<file path="config.mk">
export PLATFORM = sky130hd
export DESIGN_NAME = ofm_output_feedback_monitor
export DESIGN_NICKNAME = d
export VERILOG_FILES = /design/src/verilog/ofm_pkg.sv /design/src/verilog/ofm_output_feedback_monitor.sv
export VERILOG_INCLUDE_DIRS = /design/src /design/src/verilog
export SDC_FILE = /design/constraint.sdc
export NUM_CORES = 1
export LEC_CHECK = 0
export BUFFER_PORTS_ARGS = -buffer_cell sky130_fd_sc_hd__buf_4
export CAP_MARGIN = 10
export CORE_ASPECT_RATIO = 1.4
export CORE_MARGIN = 5
export CORE_UTILIZATION = 50
export CTS_BUF_LIST = sky130_fd_sc_hd__clkbuf_4
export CTS_CLUSTER_SIZE = 16
export DETAILED_ROUTE_END_ITERATION = 7
export PLACE_DENSITY = 0.66
export SLEW_MARGIN = 0
export SYNTH_ARGS = -nofsm -noshare
export SYNTH_HDL_FRONTEND = slang
export SYNTH_SLANG_ARGS = --single-unit
</file>
<file path="constraint.sdc">
create_clock -name SYS_CLK -period 6 [get_ports SYS_CLK]
set_input_delay 1.8 -clock SYS_CLK [delete_from_list [all_inputs] [get_ports SYS_CLK]]
set_output_delay 1.8 -clock SYS_CLK [all_outputs]
set_load 0.005 [all_outputs]
</file>
<file path="src/verilog/ofm_defs.svh">
`ifndef OFM_DEFS_SVH
`define OFM_DEFS_SVH
`define OFM_CLK_HZ 100000000
`define OFM_WIN_MS_DEF 100
`define OFM_RST_WIN_MS 5000
`define OFM_BLINK_MS 250
`define OFM_MS_CYC (`OFM_CLK_HZ / 1000)
`define OFM_MAX_INST 32
`endif

</file>
<file path="src/verilog/ofm_pkg.sv">
`include "ofm_defs.svh"
package ofm_pkg;
	typedef enum logic [3:0] {
		RD_IDLE = 4'h1,
		RD_HIGH1 = 4'h2,
		RD_LOW1 = 4'h4,
		RD_HIGH2 = 4'h8
	} ofm_rd_state_t;
endpackage

</file>
<file path="src/verilog/ofm_output_feedback_monitor.sv">
`include "ofm_defs.svh"
// What this block does
// - feedback must be inverse of output after window
// - mismatch forces monitored output low
// - fault flashes the output's fault LED
// - error flag high on fault when enabled
// - clear input only acts when enabled
// - clear high removes repaired latched fault
// - feedback window is a configurable parameter
// - up to thirty-two instances
// - two off-on-off pulses under 5 s reset
// - sequence over 5 s gives no reset
// - generated reset clears latched faults unless the window check still sees wrong feedback
module ofm_output_feedback_monitor
	import ofm_pkg::*;
#(
	parameter int WIN_MS = `OFM_WIN_MS_DEF,
	parameter int MS_CYC = `OFM_MS_CYC,
	parameter int RST_WIN_MS = `OFM_RST_WIN_MS,
	parameter int BLINK_MS = `OFM_BLINK_MS,
	parameter int INSTANCES = 1
) (
	input wire logic SYS_CLK,
	input wire logic RST_N,
	input wire logic REQ_OUT,
	input wire logic FBK,
	input wire logic CLEAR_EN,
	input wire logic CLEAR,
	input wire logic ERR_OUT_EN,
	input wire logic RESET_IN,
	output logic SAFE_OUT,
	output logic FAULT_LED,
	output logic ERROR_OUT,
	output logic SYS_RESET
);
	// ************************************************
	// reset and input synchronisers
	// ************************************************
	logic rst_s1, rst_n_i;
	logic [1:0] fbk_s, clr_s, rin_s;
	logic fbk, clr, rin, rin_d;
	always_ff @(posedge SYS_CLK or negedge RST_N) begin
		if (!RST_N) begin
			rst_s1 <= 1'b0;
			rst_n_i <= 1'b0;
		end else begin
			rst_s1 <= 1'b1;
			rst_n_i <= rst_s1;
		end
	end
	always_ff @(posedge SYS_CLK or negedge rst_n_i) begin
		if (!rst_n_i) begin
			fbk_s <= 2'h0;
			clr_s <= 2'h0;
			rin_s <= 2'h0;
			rin_d <= 1'b0;
		end else begin
			fbk_s <= {fbk_s[0], FBK};
			clr_s <= {clr_s[0], CLEAR};
			rin_s <= {rin_s[0], RESET_IN};
			rin_d <= rin_s[1];
		end
	end
	assign fbk = fbk_s[1];
	assign clr = clr_s[1];
	assign rin = rin_s[1];

	// ************************************************
	// counter helpers
	// ************************************************
	localparam logic [31:0] WIN_CYC = 32'(WIN_MS * MS_CYC);
	localparam logic [31:0] RST_CYC = 32'(RST_WIN_MS * MS_CYC);
	// counter has arrived at its end count
	function automatic logic reached(input logic [31:0] value, input logic [31:0] limit);
		reached = (value >= limit);
	endfunction
	// one step of an up-counter that stops at its end count
	function automatic logic [31:0] count_up(input logic [31:0] value, input logic [31:0] limit);
		count_up = reached(value, limit) ? limit : value + 32'h1;
	endfunction

	// ************************************************
	// millisecond tick
	// ************************************************
	logic [31:0] ms_cnt, next_ms_cnt;
	logic ms_tick;
	always_comb begin
		ms_tick = (ms_cnt == 32'(MS_CYC - 1));
		next_ms_cnt = ms_tick ? 32'h0 : ms_cnt + 32'h1;
	end
	always_ff @(posedge SYS_CLK or negedge rst_n_i) begin
		if (!rst_n_i) ms_cnt <= 32'h0;
		else ms_cnt <= next_ms_cnt;
	end

	// ************************************************
	// reset detector
	// ************************************************
	ofm_rd_state_t rd_state, next_rd_state;
	logic [31:0] rd_cnt, next_rd_cnt;
	logic next_sys_reset;
	logic rin_rise, rin_fall, rd_tmo;
	always_comb begin
		rin_rise = rin & ~rin_d;
		rin_fall = ~rin & rin_d;
		rd_tmo = reached(rd_cnt, RST_CYC);
		next_rd_state = rd_state;
		next_rd_cnt = count_up(rd_cnt, RST_CYC);
		next_sys_reset = 1'b0;
		case (rd_state)
			RD_IDLE: begin
				if (rin_rise) begin
					next_rd_state = RD_HIGH1;
					next_rd_cnt = 32'h0;
				end
			end
			RD_HIGH1: begin
				if (rd_tmo) next_rd_state = RD_IDLE;
				else if (rin_fall) next_rd_state = RD_LOW1;
			end
			RD_LOW1: begin
				if (rd_tmo) next_rd_state = RD_IDLE;
				else if (rin_rise) next_rd_state = RD_HIGH2;
			end
			RD_HIGH2: begin
				if (rd_tmo) next_rd_state = RD_IDLE;
				else if (rin_fall) begin
					next_rd_state = RD_IDLE;
					next_sys_reset = 1'b1;
				end
			end
			default: next_rd_state = RD_IDLE;
		endcase
	end
	always_ff @(posedge SYS_CLK or negedge rst_n_i) begin
		if (!rst_n_i) begin
			rd_state <= RD_IDLE;
			rd_cnt <= 32'h0;
			SYS_RESET <= 1'b0;
		end else begin
			rd_state <= next_rd_state;
			rd_cnt <= next_rd_cnt;
			SYS_RESET <= next_sys_reset;
		end
	end

	// ************************************************
	// fault indicator blink
	// ************************************************
	logic [31:0] blink_ms, next_blink_ms;
	logic blink, next_blink;
	always_comb begin
		next_blink_ms = blink_ms;
		next_blink = blink;
		if (ms_tick) begin
			if (reached(blink_ms + 32'h1, 32'(BLINK_MS))) begin
				next_blink_ms = 32'h0;
				next_blink = ~blink;
			end else begin
				next_blink_ms = blink_ms + 32'h1;
			end
		end
	end
	always_ff @(posedge SYS_CLK or negedge rst_n_i) begin
		if (!rst_n_i) begin
			blink_ms <= 32'h0;
			blink <= 1'b0;
		end else begin
			blink_ms <= next_blink_ms;
			blink <= next_blink;
		end
	end

	// ************************************************
	// feedback window check
	// ************************************************
	logic req_d, fault, win_done;
	logic next_req_d, next_fault, next_win_done;
	logic [31:0] win_cnt, next_win_cnt;
	logic fbk_wrong, clear_ok;
	logic next_safe_out, next_fault_led, next_error_out;
	always_comb begin
		next_req_d = REQ_OUT;
		next_win_cnt = win_cnt;
		next_win_done = win_done;
		if (REQ_OUT != req_d) begin
			next_win_cnt = 32'h0;
			next_win_done = 1'b0;
		end else if (!win_done) begin
			next_win_cnt = count_up(win_cnt, WIN_CYC);
			next_win_done = reached(next_win_cnt, WIN_CYC);
		end
		fbk_wrong = win_done && (REQ_OUT == req_d) && (fbk == req_d);
		clear_ok = CLEAR_EN && clr && (fbk != REQ_OUT);
		next_fault = fault;
		if (SYS_RESET) next_fault = 1'b0;
		else if (clear_ok) next_fault = 1'b0;
		if (fbk_wrong) next_fault = 1'b1;
		next_safe_out = REQ_OUT & ~next_fault;
		next_fault_led = next_fault & next_blink;
		next_error_out = next_fault & ERR_OUT_EN;
	end
	always_ff @(posedge SYS_CLK or negedge rst_n_i) begin
		if (!rst_n_i) begin
			req_d <= 1'b0;
			win_cnt <= 32'h0;
			win_done <= 1'b0;
			fault <= 1'b0;
			SAFE_OUT <= 1'b0;
			FAULT_LED <= 1'b0;
			ERROR_OUT <= 1'b0;
		end else begin
			req_d <= next_req_d;
			win_cnt <= next_win_cnt;
			win_done <= next_win_done;
			fault <= next_fault;
			SAFE_OUT <= next_safe_out;
			FAULT_LED <= next_fault_led;
			ERROR_OUT <= next_error_out;
		end
	end

	// ************************************************
	// assertions
	// ************************************************
	initial begin
		if (INSTANCES > `OFM_MAX_INST) $error("too many monitor instances");
	end
	property p_out_low_on_fault;
		@(posedge SYS_CLK) disable iff (!rst_n_i) fault |-> !SAFE_OUT;
	endproperty
	a_out_low_on_fault: assert property (p_out_low_on_fault) else $error("output high in fault");
	property p_err_flag;
		@(posedge SYS_CLK) disable iff (!rst_n_i) ERROR_OUT == (fault && $past(ERR_OUT_EN));
	endproperty
	a_err_flag: assert property (p_err_flag) else $error("error flag mismatch");
	property p_led_dark;
		@(posedge SYS_CLK) disable iff (!rst_n_i) !fault |-> !FAULT_LED;
	endproperty
	a_led_dark: assert property (p_led_dark) else $error("led lit without fault");
	property p_detect;
		@(posedge SYS_CLK) disable iff (!rst_n_i)
			(win_done && REQ_OUT == req_d && fbk == req_d && !fault) |=> fault;
	endproperty
	a_detect: assert property (p_detect) else $error("feedback fault missed");
	property p_restart;
		@(posedge SYS_CLK) disable iff (!rst_n_i) (REQ_OUT != req_d) |=> (win_cnt == 32'h0 && !win_done);
	endproperty
	a_restart: assert property (p_restart) else $error("window not restarted");
	property p_no_clear_disabled;
		@(posedge SYS_CLK) disable iff (!rst_n_i) (fault && !CLEAR_EN && !SYS_RESET) |=> fault;
	endproperty
	a_no_clear_disabled: assert property (p_no_clear_disabled) else $error("cleared while disabled");
	property p_sysrst_clears;
		@(posedge SYS_CLK) disable iff (!rst_n_i)
			(SYS_RESET && !(win_done && REQ_OUT == req_d && fbk == req_d)) |=> !fault;
	endproperty
	a_sysrst_clears: assert property (p_sysrst_clears) else $error("reset left fault");
	property p_reset_in_time;
		@(posedge SYS_CLK) disable iff (!rst_n_i) next_sys_reset |-> !rd_tmo;
	endproperty
	a_reset_in_time: assert property (p_reset_in_time) else $error("late reset issued");
	property p_reset_pulse;
		@(posedge SYS_CLK) disable iff (!rst_n_i) SYS_RESET |=> !SYS_RESET;
	endproperty
	a_reset_pulse: assert property (p_reset_pulse) else $error("reset not one pulse");
	property p_clear;
		@(posedge SYS_CLK) disable iff (!rst_n_i) (fault && clear_ok && !fbk_wrong) |=> !fault;
	endproperty
	a_clear: assert property (p_clear) else $error("clear ignored");
	property p_no_early;
		@(posedge SYS_CLK) disable iff (!rst_n_i) (!fault && !win_done) |=> !fault;
	endproperty
	a_no_early: assert property (p_no_early) else $error("fault inside window");
	property p_win_len;
		@(posedge SYS_CLK) disable iff (!rst_n_i) win_done |-> (win_cnt == WIN_CYC);
	endproperty
	a_win_len: assert property (p_win_len) else $error("window length wrong");
	property p_rd_start;
		@(posedge SYS_CLK) disable iff (!rst_n_i)
			(rd_state == RD_IDLE && rin_rise) |=> (rd_state == RD_HIGH1 && rd_cnt == 32'h0);
	endproperty
	a_rd_start: assert property (p_rd_start) else $error("timer not started");
	property p_rd_abandon;
		@(posedge SYS_CLK) disable iff (!rst_n_i)
			(rd_state != RD_IDLE && rd_tmo) |=> (rd_state == RD_IDLE && !SYS_RESET);
	endproperty
	a_rd_abandon: assert property (p_rd_abandon) else $error("late sequence kept");
	property p_safe_follows;
		@(posedge SYS_CLK) disable iff (!rst_n_i) SAFE_OUT == ($past(REQ_OUT) && !fault);
	endproperty
	a_safe_follows: assert property (p_safe_follows) else $error("output state wrong");

	// ************************************************
	// cover points
	// ************************************************
	c_fault: cover property (@(posedge SYS_CLK) disable iff (!rst_n_i) $rose(fault));
	c_led: cover property (@(posedge SYS_CLK) disable iff (!rst_n_i) $rose(FAULT_LED));
	c_clear: cover property (@(posedge SYS_CLK) disable iff (!rst_n_i) $fell(fault) && CLEAR_EN);
	c_sysrst: cover property (@(posedge SYS_CLK) disable iff (!rst_n_i) SYS_RESET);
	c_timeout: cover property (@(posedge SYS_CLK) disable iff (!rst_n_i)
		rd_state == RD_HIGH2 && rd_tmo);
endmodule

</file>
-- Word level (Yosys, flattened, before mapping)
Cells that the tools add are included.
- register bits after elaboration: 149
- input port bits: 8
- logic and storage cells: 81
- add/subtract/negate cells: 4
- magnitude comparators: 4
- eq/ne operators: 14
- multiplexer cells: 26
- bitwise logic cells: 9
- reductions and logical operators: 5
- operator list (operator ; number):
    two-way mux 32 bit ; 8
    adder 32 x 1 -> 32 bit, second input constant ; 4
    >= comparator 32 x 24 -> 1 bit, second input constant ; 2
    == test 32 x 17 -> 1 bit, second input constant ; 1
    >= comparator 32 x 29 -> 1 bit, second input constant ; 1
    >= comparator 32 x 8 -> 1 bit, second input constant ; 1
    two-way mux 4 bit ; 7
    one-hot mux 4 bit (4 select lines) ; 1
    two-way mux 1 bit ; 10
    inequality test 3 bit, second input constant ; 3
    bitwise AND 1 bit ; 5
    == test 4 x 1 -> 1 bit, second input constant ; 1
    == test 4 x 2 -> 1 bit, second input constant ; 1
    == test 4 x 3 -> 1 bit, second input constant ; 1
    == test 4 bit, second input constant ; 1
    logical AND 1 bit ; 4
    NOT 1 bit ; 4
    AND reduction 4 bit ; 1
    == test 1 bit ; 2
    inequality test 1 bit ; 2
    inequality test 2 x 1 -> 1 bit, second input constant ; 1
    inequality test 2 bit, second input constant ; 1

-- Logic depth before layout (Yosys ltp)
Gate-level depths: netlist of the first run.
- word-level depth: 7
- depth in mapped cells: 11
- gate-level depth less buffers: 9

-- Worst setup path after synthesis of the first run
OpenSTA, ideal clock, no wires.
- kind: input -> register
- start point: in REQ_OUT
- end point: reg FAULT_LED
- library setup time: 0.073 ns
- arrival time: 2.616 ns
- required time: 5.927 ns
- setup slack: 3.311 ns
- cell stages on the path: 4
- buffers on the path: 0
- cells stage by stage: xnor2_1 > nand2_1 > o21ai_0 > a21boi_2
- word-level cells in the longest chain between the ends: 6
- elaborated cells on any way between the ends: 9
- RTL lines (what ; line ; source):
    start: declaration ; ofm_output_feedback_monitor.sv:25 ; input wire logic REQ_OUT,
    inequality test 1 bit ; ofm_output_feedback_monitor.sv:194 ; clear_ok = CLEAR_EN && clr && (fbk != REQ_OUT);
    logical AND 1 bit ; ofm_output_feedback_monitor.sv:194 ;
    two-way mux 1 bit ; ofm_output_feedback_monitor.sv:197 ; else if (clear_ok) next_fault = 1'b0;
    two-way mux 1 bit ; ofm_output_feedback_monitor.sv:196 ; if (SYS_RESET) next_fault = 1'b0;
    two-way mux 1 bit (*) ; ofm_output_feedback_monitor.sv:198 ; if (fbk_wrong) next_fault = 1'b1;
    via next_fault ; ofm_output_feedback_monitor.sv:178 ; logic next_req_d, next_fault, next_win_done;
    bitwise AND 1 bit (*) ; ofm_output_feedback_monitor.sv:200 ; next_fault_led = next_fault & next_blink;
    via next_fault_led ; ofm_output_feedback_monitor.sv:181 ; logic next_safe_out, next_fault_led, next_error_out;
    end signal: assignment ; ofm_output_feedback_monitor.sv:218 ; FAULT_LED <= next_fault_led;
    end: declaration ; ofm_output_feedback_monitor.sv:32 ; output logic FAULT_LED,
The timed path passes the listed nets; every way through them passes the cells marked *.
A chain may end at the register's enable or synchronous reset.

-- Worst setup path after layout of the first run
- start point: reg blink_ms[0]
- end point: reg FAULT_LED
- word-level cells in the longest chain between the ends: 5
- RTL lines (what ; line ; source):
    start: declaration ; ofm_output_feedback_monitor.sv:150 ; logic [31:0] blink_ms, next_blink_ms;
    start signal: assignment ; ofm_output_feedback_monitor.sv:169 ; blink_ms <= next_blink_ms;
    adder 32 x 1 -> 32 bit ; ofm_output_feedback_monitor.sv:156 ; if (reached(blink_ms + 32'h1, 32'(BLINK_MS))) begin
    >= comparator 32 x 8 -> 1 bit ; ofm_output_feedback_monitor.sv:75 ; reached = (value >= limit);
    two-way mux 1 bit ; ofm_output_feedback_monitor.sv:156 ;
    two-way mux 1 bit ; ofm_output_feedback_monitor.sv:155 ; if (ms_tick) begin
    bitwise AND 1 bit ; ofm_output_feedback_monitor.sv:200 ;
    via next_fault_led ; ofm_output_feedback_monitor.sv:181 ;
The timed path passes the listed nets, and every way through them passes these cells.

==> results of run 1 <==
-- stage by stage --
| stage | area [sq um] | power, W | setup WS (ns) | hold slack (ns) |
|---|---|---|---|---|
| after CTS | 8290 | 0.00215 | 2.77 | 0.366 |
| after detailed placement | 7850 | 0.00123 | 2.36 | 0.339 |
| after floorplan | 7650 | 0.00119 | 1.54 | 0.331 |
| after global routing | 8290 | 0.00221 | 2.51 | 0.373 |
| final | 8290 | 0.00212 | 2.75 | 0.362 |
| after global placement | 7850 | 0.00122 | 2.52 | 0.335 |
-- layout by cell type, fill, tap and decap left out, drive strengths merged, types with 19 or more instances in the layout --
cell type  Yosys  layout
dfrtp        148     148
nor2          80      80
and2          31      31
nand2         53      53
nand3         54      54
nand4         33      33
xor2          36      36
o21ai         37      37
nor3          19      19
xnor2         37      37
a21oi         44      44
and3          28      28
inv           22      23
-- final cells by class --
class	instances	area share, %
Sequential cell	149	45.0
Multi-Input combinational cell	593	44.4
Clock inverter	14	3.67
Tap cell	192	2.90
Clock buffer	18	1.63
Timing Repair Buffer	15	1.36
Inverter	22	0.996
Antenna cell	1	0.0302
-- sequential cells by signal (all words and copies together) (netlist names), 2 cells and up --
| register | cells |
|---|---|
| win_cnt | 32 |
| rd_cnt | 32 |
| fbk_s | 2 |
| rd_state | 4 |
| blink_ms | 32 |
| ms_cnt | 32 |
| clr_s | 2 |
| rin_s | 2 |
-- per-layer routing --
layer  track usage (%)  wire length, um  vias up
met5                 0                0        -
met4              7.13              410        0
met3              4.53              678       44
met2              30.6             7780      156
met1              24.0             6830     2919
li1                  -                -     2867
-- power by group through the flow --
stage | Sequential (W) | Combinational, W | Clock, W
after floorplan | 0.00110 | 0.0000910 | 0
final | 0.00108 | 0.000127 | 0.000913
after detailed placement | 0.00110 | 0.000129 | 0
after global placement | 0.00110 | 0.000123 | 0
after CTS | 0.00108 | 0.000129 | 0.000940
after global routing | 0.00109 | 0.000146 | 0.000980
-- final timing paths --
path / from / end / cells past startpoint
min in group asynchronous: rst_n_i$_DFF_PN0_ / win_cnt[22]$_DFFE_PN0N_ / 0
hold reg to reg: rin_s[0]$_DFF_PN0_ / rin_s[1]$_DFF_PN0_ / 0
max in group asynchronous: rst_n_i$_DFF_PN0_ / blink_ms[18]$_DFFE_PN0N_ / 1
setup reg to reg: blink_ms[0]$_DFFE_PN0N_ / FAULT_LED$_DFF_PN0_ / 9
hold / removal: rin_s[0]$_DFF_PN0_ / rin_s[1]$_DFF_PN0_ / 0
setup / recovery: blink_ms[0]$_DFFE_PN0N_ / FAULT_LED$_DFF_PN0_ / 9
-- worst max-delay path: stages, from the launching register on --
cell,delay (ns)
dfrtp_1,0.55
ha_1,0.38
nand4_4,0.21
or4_1,0.52
a211oi_1,0.25
o22ai_1,0.10
a2111o_1,0.40
nor2_2,0.43
or3_1,0.23
a21boi_2,0.06
-- cell families after synthesis --
group                      synth area share [%]
and+or+nand+nor                            26.2
DFF                                        48.8
AOI/OAI and AO/OA                          11.8
xor gates and xnor gates                   8.36
buffers and inverters                      3.24
adders and majority gates                  1.15
muxes                                     0.393
other                                    0.0982
==> run metrics, run 1 <==
nets@finish=813; peak supply drop=about 250 uV; Core Rows=53; Post-synth ARST share=100%; area of the multi-input gates=3680 sq um; sequential share of the synthesized area=roughly 50%; Post-Route WL=about 16000 um; fin. max-slew vios=0; CP max FO=11; critical path type=flop to flop; top cells by area, synth=dfrtp_1, xnor2_1, xor2_1; Cell Pwr Density=between 200 and 300 nW/um^2; Finished Core Util=approximately 55%; Filler cells=between 1000 and 1500; Die H=156 um; Root Driver=clkbuf_4; Max Fclk=about 300 MHz; Worst-Margin Slew=between 1 and 1.5 ns; Comb pwr share=around 6%; sequential power share=between 50% and 60%; clock network fraction of total power=a little over two fifths; Final setup viols=0; # H-tree levels=4; fin crit period=around 3.2 ns; internal power=roughly 0.0016 W; Die Width=115 um; initial antenna violation count=1; Die ar.=~18000 sq um; syn_area_per_cell=between 9 and 10 sq um; RSZ-0062 raised after global routing=false; nature of the critical path startpoint=flop; clock skew=about 0.033 ns; Worst EP arrival=3.70 ns; via/cell ratio=5.96; ys flop type=dfrtp_1; Mapped Area=7650 sq um; Initial Util=slightly above 50%; Total Neg Setup Slack=0 ns; Net Sw Power=~0.00049 W; Iteration-0 DRC Markers=258; TritonCTS buffer count=17; top-area cell type share of the netlist area=between 40% and 50%; Post-CTS Setup Bufs=0; Seq cells post-synth=approximately 150; most frequent cell after synthesis=dfrtp_1; Core ar.=15100 sq um; Port Buffers=11; Max-Cap Viols=0; CTS tree=yes; Post-synth top cells=dfrtp_1, nor2_1, nand2_1; register area=around 3700 sq um; detailed-route via count=between 5000 and 6000; outcome=finished, final reports clean; r2r setup slk=between 2 and 3 ns; Top Ports=12; area grow syn2layout=8.46%; Fin. Hold Viols=0; Clk Latency, worst-skew pair=around 0.57 ns; routability cong.=approximately 0.89; Worst EP required=about 6.5 ns; Ys Warns=0; post-route ant nets=0; Clock Path Buffers=2; first-pass iteration count of the detailed router=5; post_cts resized=0; type of the worst min-delay path=flop to flop; grt total ovfl=0; vias in the first global route=5810; first-pass GRT wire length=between 20000 and 30000 um; drt drc=0; Tcrit/Tclk final=54.1%; Mapped Cells=roughly 800; Sw Ratio=between 20% and 30%; leakage=3.42 nW; slew margin rel.=28.7%; share of cells above drive strength 1=about 8.3%; clock-pin transition on the worst setup and hold timing paths=0.14 ns; largest net degree at the start of global routing=80; WL/cell=15.6 um; Global Route Usage Sum=18.7%; Post-Layout Cell Count=about 1000; Post-synth EDFFs=0; Netlist cell types=70; Crit. End Element=flop; Inst Count DP=around 970; Post-CTS Hold Buffers=0; Synth area leader=dfrtp_1; clk sinks=149; post-detail-place hpwl=10700 um
No activity file was read; power rests on OpenSTA's default activity.
==> run 2: changes to the inputs <==
- ABC_AREA: not set -> 1
- PLACE_DENSITY: 0.66 -> 0.68
- clock period: 6 -> 2.8 ns (I/O delays scaled with it)
==> run 2 against run 1 <==
Against the previous run:
- worst setup slack got worse by 2.4 ns
- cell count rose by 45%
- sequential power rose by 110%
- via count rose by 26%
- combinational power rose to 2.5 times the previous value
- sequential share of layout area fell by 4.7 points
==> run metrics, run 2 <==
clk sinks=149 (unchanged); grt total ovfl=0 (unchanged); Clock Path Buffers=2 (unchanged); nature of the critical path startpoint=flop; Post-Route WL=19500 um (+24%); clock skew=0.0186 ns (-0.0139 ns); Mapped Cells=1205 (+51%); first-pass iteration count of the detailed router=7 (+2); worst-path cell chain=ha_1 > nand3_1 > inv_2 > nand2_1 > nor2_1 > xor2_1 > nand2_1 > nor2_1 > nand2_1 > nor2_2 > nand3_4 > nand2_1 > nand2_1 > nand2_1 > nor2_1; cell mode on critical path=nand2_1; Final WS setup=0.397 ns (-2.36 ns); slew margin rel.=55.6% (+27 points); Tcrit/Tclk final=85.8% (+32 points); Die Width=120 um (+5.2%); Post-synth top cells=nand2_1, inv_1, nor2_1; first-pass GRT wire length=34200 um (+25%); most frequent cells in the layout=nand2_1, inv_1, nor2_1; Max Fclk=416 MHz (+35%); drt drc=0 (unchanged); commonest non-fill, non-tap cell in the layout=nand2_1; Netlist cell types=46 (-34%); Initial Util=50.8% (about the same); Max-Cap Viols=0 (unchanged); leakage=4.32 nW (+26%); Iteration-0 DRC Markers=460 (+78%); Worst EP required=3.27 ns (-3.18 ns); fin. max-slew vios=0 (unchanged); Mapped Area=8540 sq um (+12%); Synth area leader=dfrtp_1; Die ar.=19800 sq um (+11%); outcome=finished, final reports clean; routability cong.=0.945 (+5.7%); Core Rows=56 (+5.7%); Post-CTS Setup Bufs=0 (unchanged); Fin. Hold Viols=0 (unchanged); area of the multi-input gates=4010 sq um (+8.8%); detailed-route via count=7556 (+26%); Final Power=0.00394 W (+86%); CP max FO=10 (-1); post-detail-place hpwl=14900 um (+40%); WL/cell=13.4 um (-14%); nets@finish=1256 (+54%); type of the worst min-delay path=flop to flop; largest net degree at the start of global routing=51 (-36%); Seq cells post-synth=149 (unchanged); Die H=165 um (+5.3%); syn_area_per_cell=7.09 sq um (-26%); Worst-Margin Slew=0.660 ns (-0.403 ns); most frequent cell after synthesis=nand2_1; Core ar.=16800 sq um (+12%); Top Ports=12 (unchanged); Post-synth ARST share=100% (unchanged); area grow syn2layout=8.34%; DP Worst Slack=0.428 ns (-1.93 ns); Filler cells=1668 (+30%); peak supply drop=239 uV (-2.7%); sequential share of the synthesized area=43.7% (-5.1 points); Slowest-stage cell, CP=dfrtp_1; CTS tree=yes; Total Neg Setup Slack=0 ns (unchanged); ys flop type=dfrtp_1; vias in the first global route=7507 (+29%); Post-synth EDFFs=0 (unchanged); TritonCTS buffer count=17 (unchanged); post-route ant nets=0 (unchanged); initial antenna violation count=1 (unchanged); Global Route Usage Sum=21.3% (+2.6 points); top-area cell type share of the netlist area=43.4% (-5.1 points); top cells by area, synth=dfrtp_1, nand2_1, inv_1; clock-pin transition on the worst setup and hold timing paths=0.14 ns (about the same); via/cell ratio=5.18 (-13%); Port Buffers=11 (unchanged); critical path type=flop to flop; RSZ-0062 raised after global routing=false; Clk Latency, worst-skew pair=0.57 ns (about the same); Ys Warns=0 (unchanged); Cell Pwr Density=426 nW/um^2 (+67%); Final setup viols=0 (unchanged); fin crit period=2.40 ns (-0.843 ns); Worst EP arrival=2.87 ns (-0.83 ns); # H-tree levels=4 (unchanged); Largest stage delay, worst path=0.51 ns (-0.04 ns); share of cells above drive strength 1=7.66% (-0.61 points); Root Driver=clkbuf_4; register area=3730 sq um (unchanged); Crit. End Element=flop
## run 2: repair_timing
action,in CTS,in global routing
hold buffers,1,0
hold endpoints to repair,2,0
setup endpoints to repair,0,0
resized for setup,0,0
## run 2: area by class of cell
type	count	area share (%)
Antenna cell	1	0.0270
Clock buffer	19	1.54
Clock inverter	13	1.37
Inverter	201	8.15
Multi-Input combinational cell	843	43.3
Sequential cell	149	40.4
Tap cell	203	2.75
Timing Repair Buffer	29	2.52
## run 2: cells by family (layout without fill, tap and decap cells)
logic type / Yosys count / in the layout / share of synthesized area (%)
AOI/OAI and AO/OA: 101 / 101 / 6.53
xor gates and xnor gates: 36 / 36 / 3.69
adders and majority gates: 7 / 7 / 1.03
buffers and inverters: 215 / 262 / 9.51
DFF: 149 / 149 / 43.7
other: 2 / 5 / 0.0879
and+or+nand+nor: 695 / 695 / 35.5
## run 2: layer usage
layer  track usage (%)  wire length, um
met1              25.9             8720
met2              37.2             9650
met3              3.67              587
met4              8.97              539
met5                 0                0
## run 2: power breakdown
group	total, W	internal, W	switching [W]
clock	0.00132	0.000473	0.000842
combinational	0.000321	0.000108	0.000213
sequential	0.00230	0.00223	0.0000740
total	0.00394	0.00281	0.00113
## run 2: stage by stage
step | hold WS [ns] | instance area, sq um | util [%] | instances
final | 0.357 | 9250 | 55.0 | 1458
after global routing | 0.320 | 9250 | 55.0 | 1458
after CTS | 0.332 | 9250 | 55.0 | 1457
after detailed placement | 0.339 | 8970 | 53.3 | 1424
after global placement | 0.336 | 8970 | 53.3 | 1424
after floorplan | 0.331 | 8550 | - | 1207
## run 2: worst max-delay path: cells and delay by family (launching register included)
kind                     cells  cell delay, ns
flip-flops                   1            0.51
adder cells (fa/ha/maj)      1            0.34
XOR/XNOR                     1            0.15
buffers and inverters        1            0.14
AND/OR/NAND/NOR             12            1.17
## run 2: worst paths after layout
kind                                         start                      end  slack, ns  cells after the start
max in group asynchronous        rst_n_i$_DFF_PN0_      rd_cnt[3]$_DFF_PN0_       1.68                      1
hold / removal                  fbk_s[0]$_DFF_PN0_       fbk_s[1]$_DFF_PN0_       0.36                      0
setup reg to reg           blink_ms[0]$_DFFE_PN0N_      FAULT_LED$_DFF_PN0_       0.40                     15
setup / recovery           blink_ms[0]$_DFFE_PN0N_      FAULT_LED$_DFF_PN0_       0.40                     15
hold reg to reg                 fbk_s[0]$_DFF_PN0_       fbk_s[1]$_DFF_PN0_       0.36                      0
min in group asynchronous        rst_n_i$_DFF_PN0_  win_cnt[30]$_DFFE_PN0N_       0.37                      0
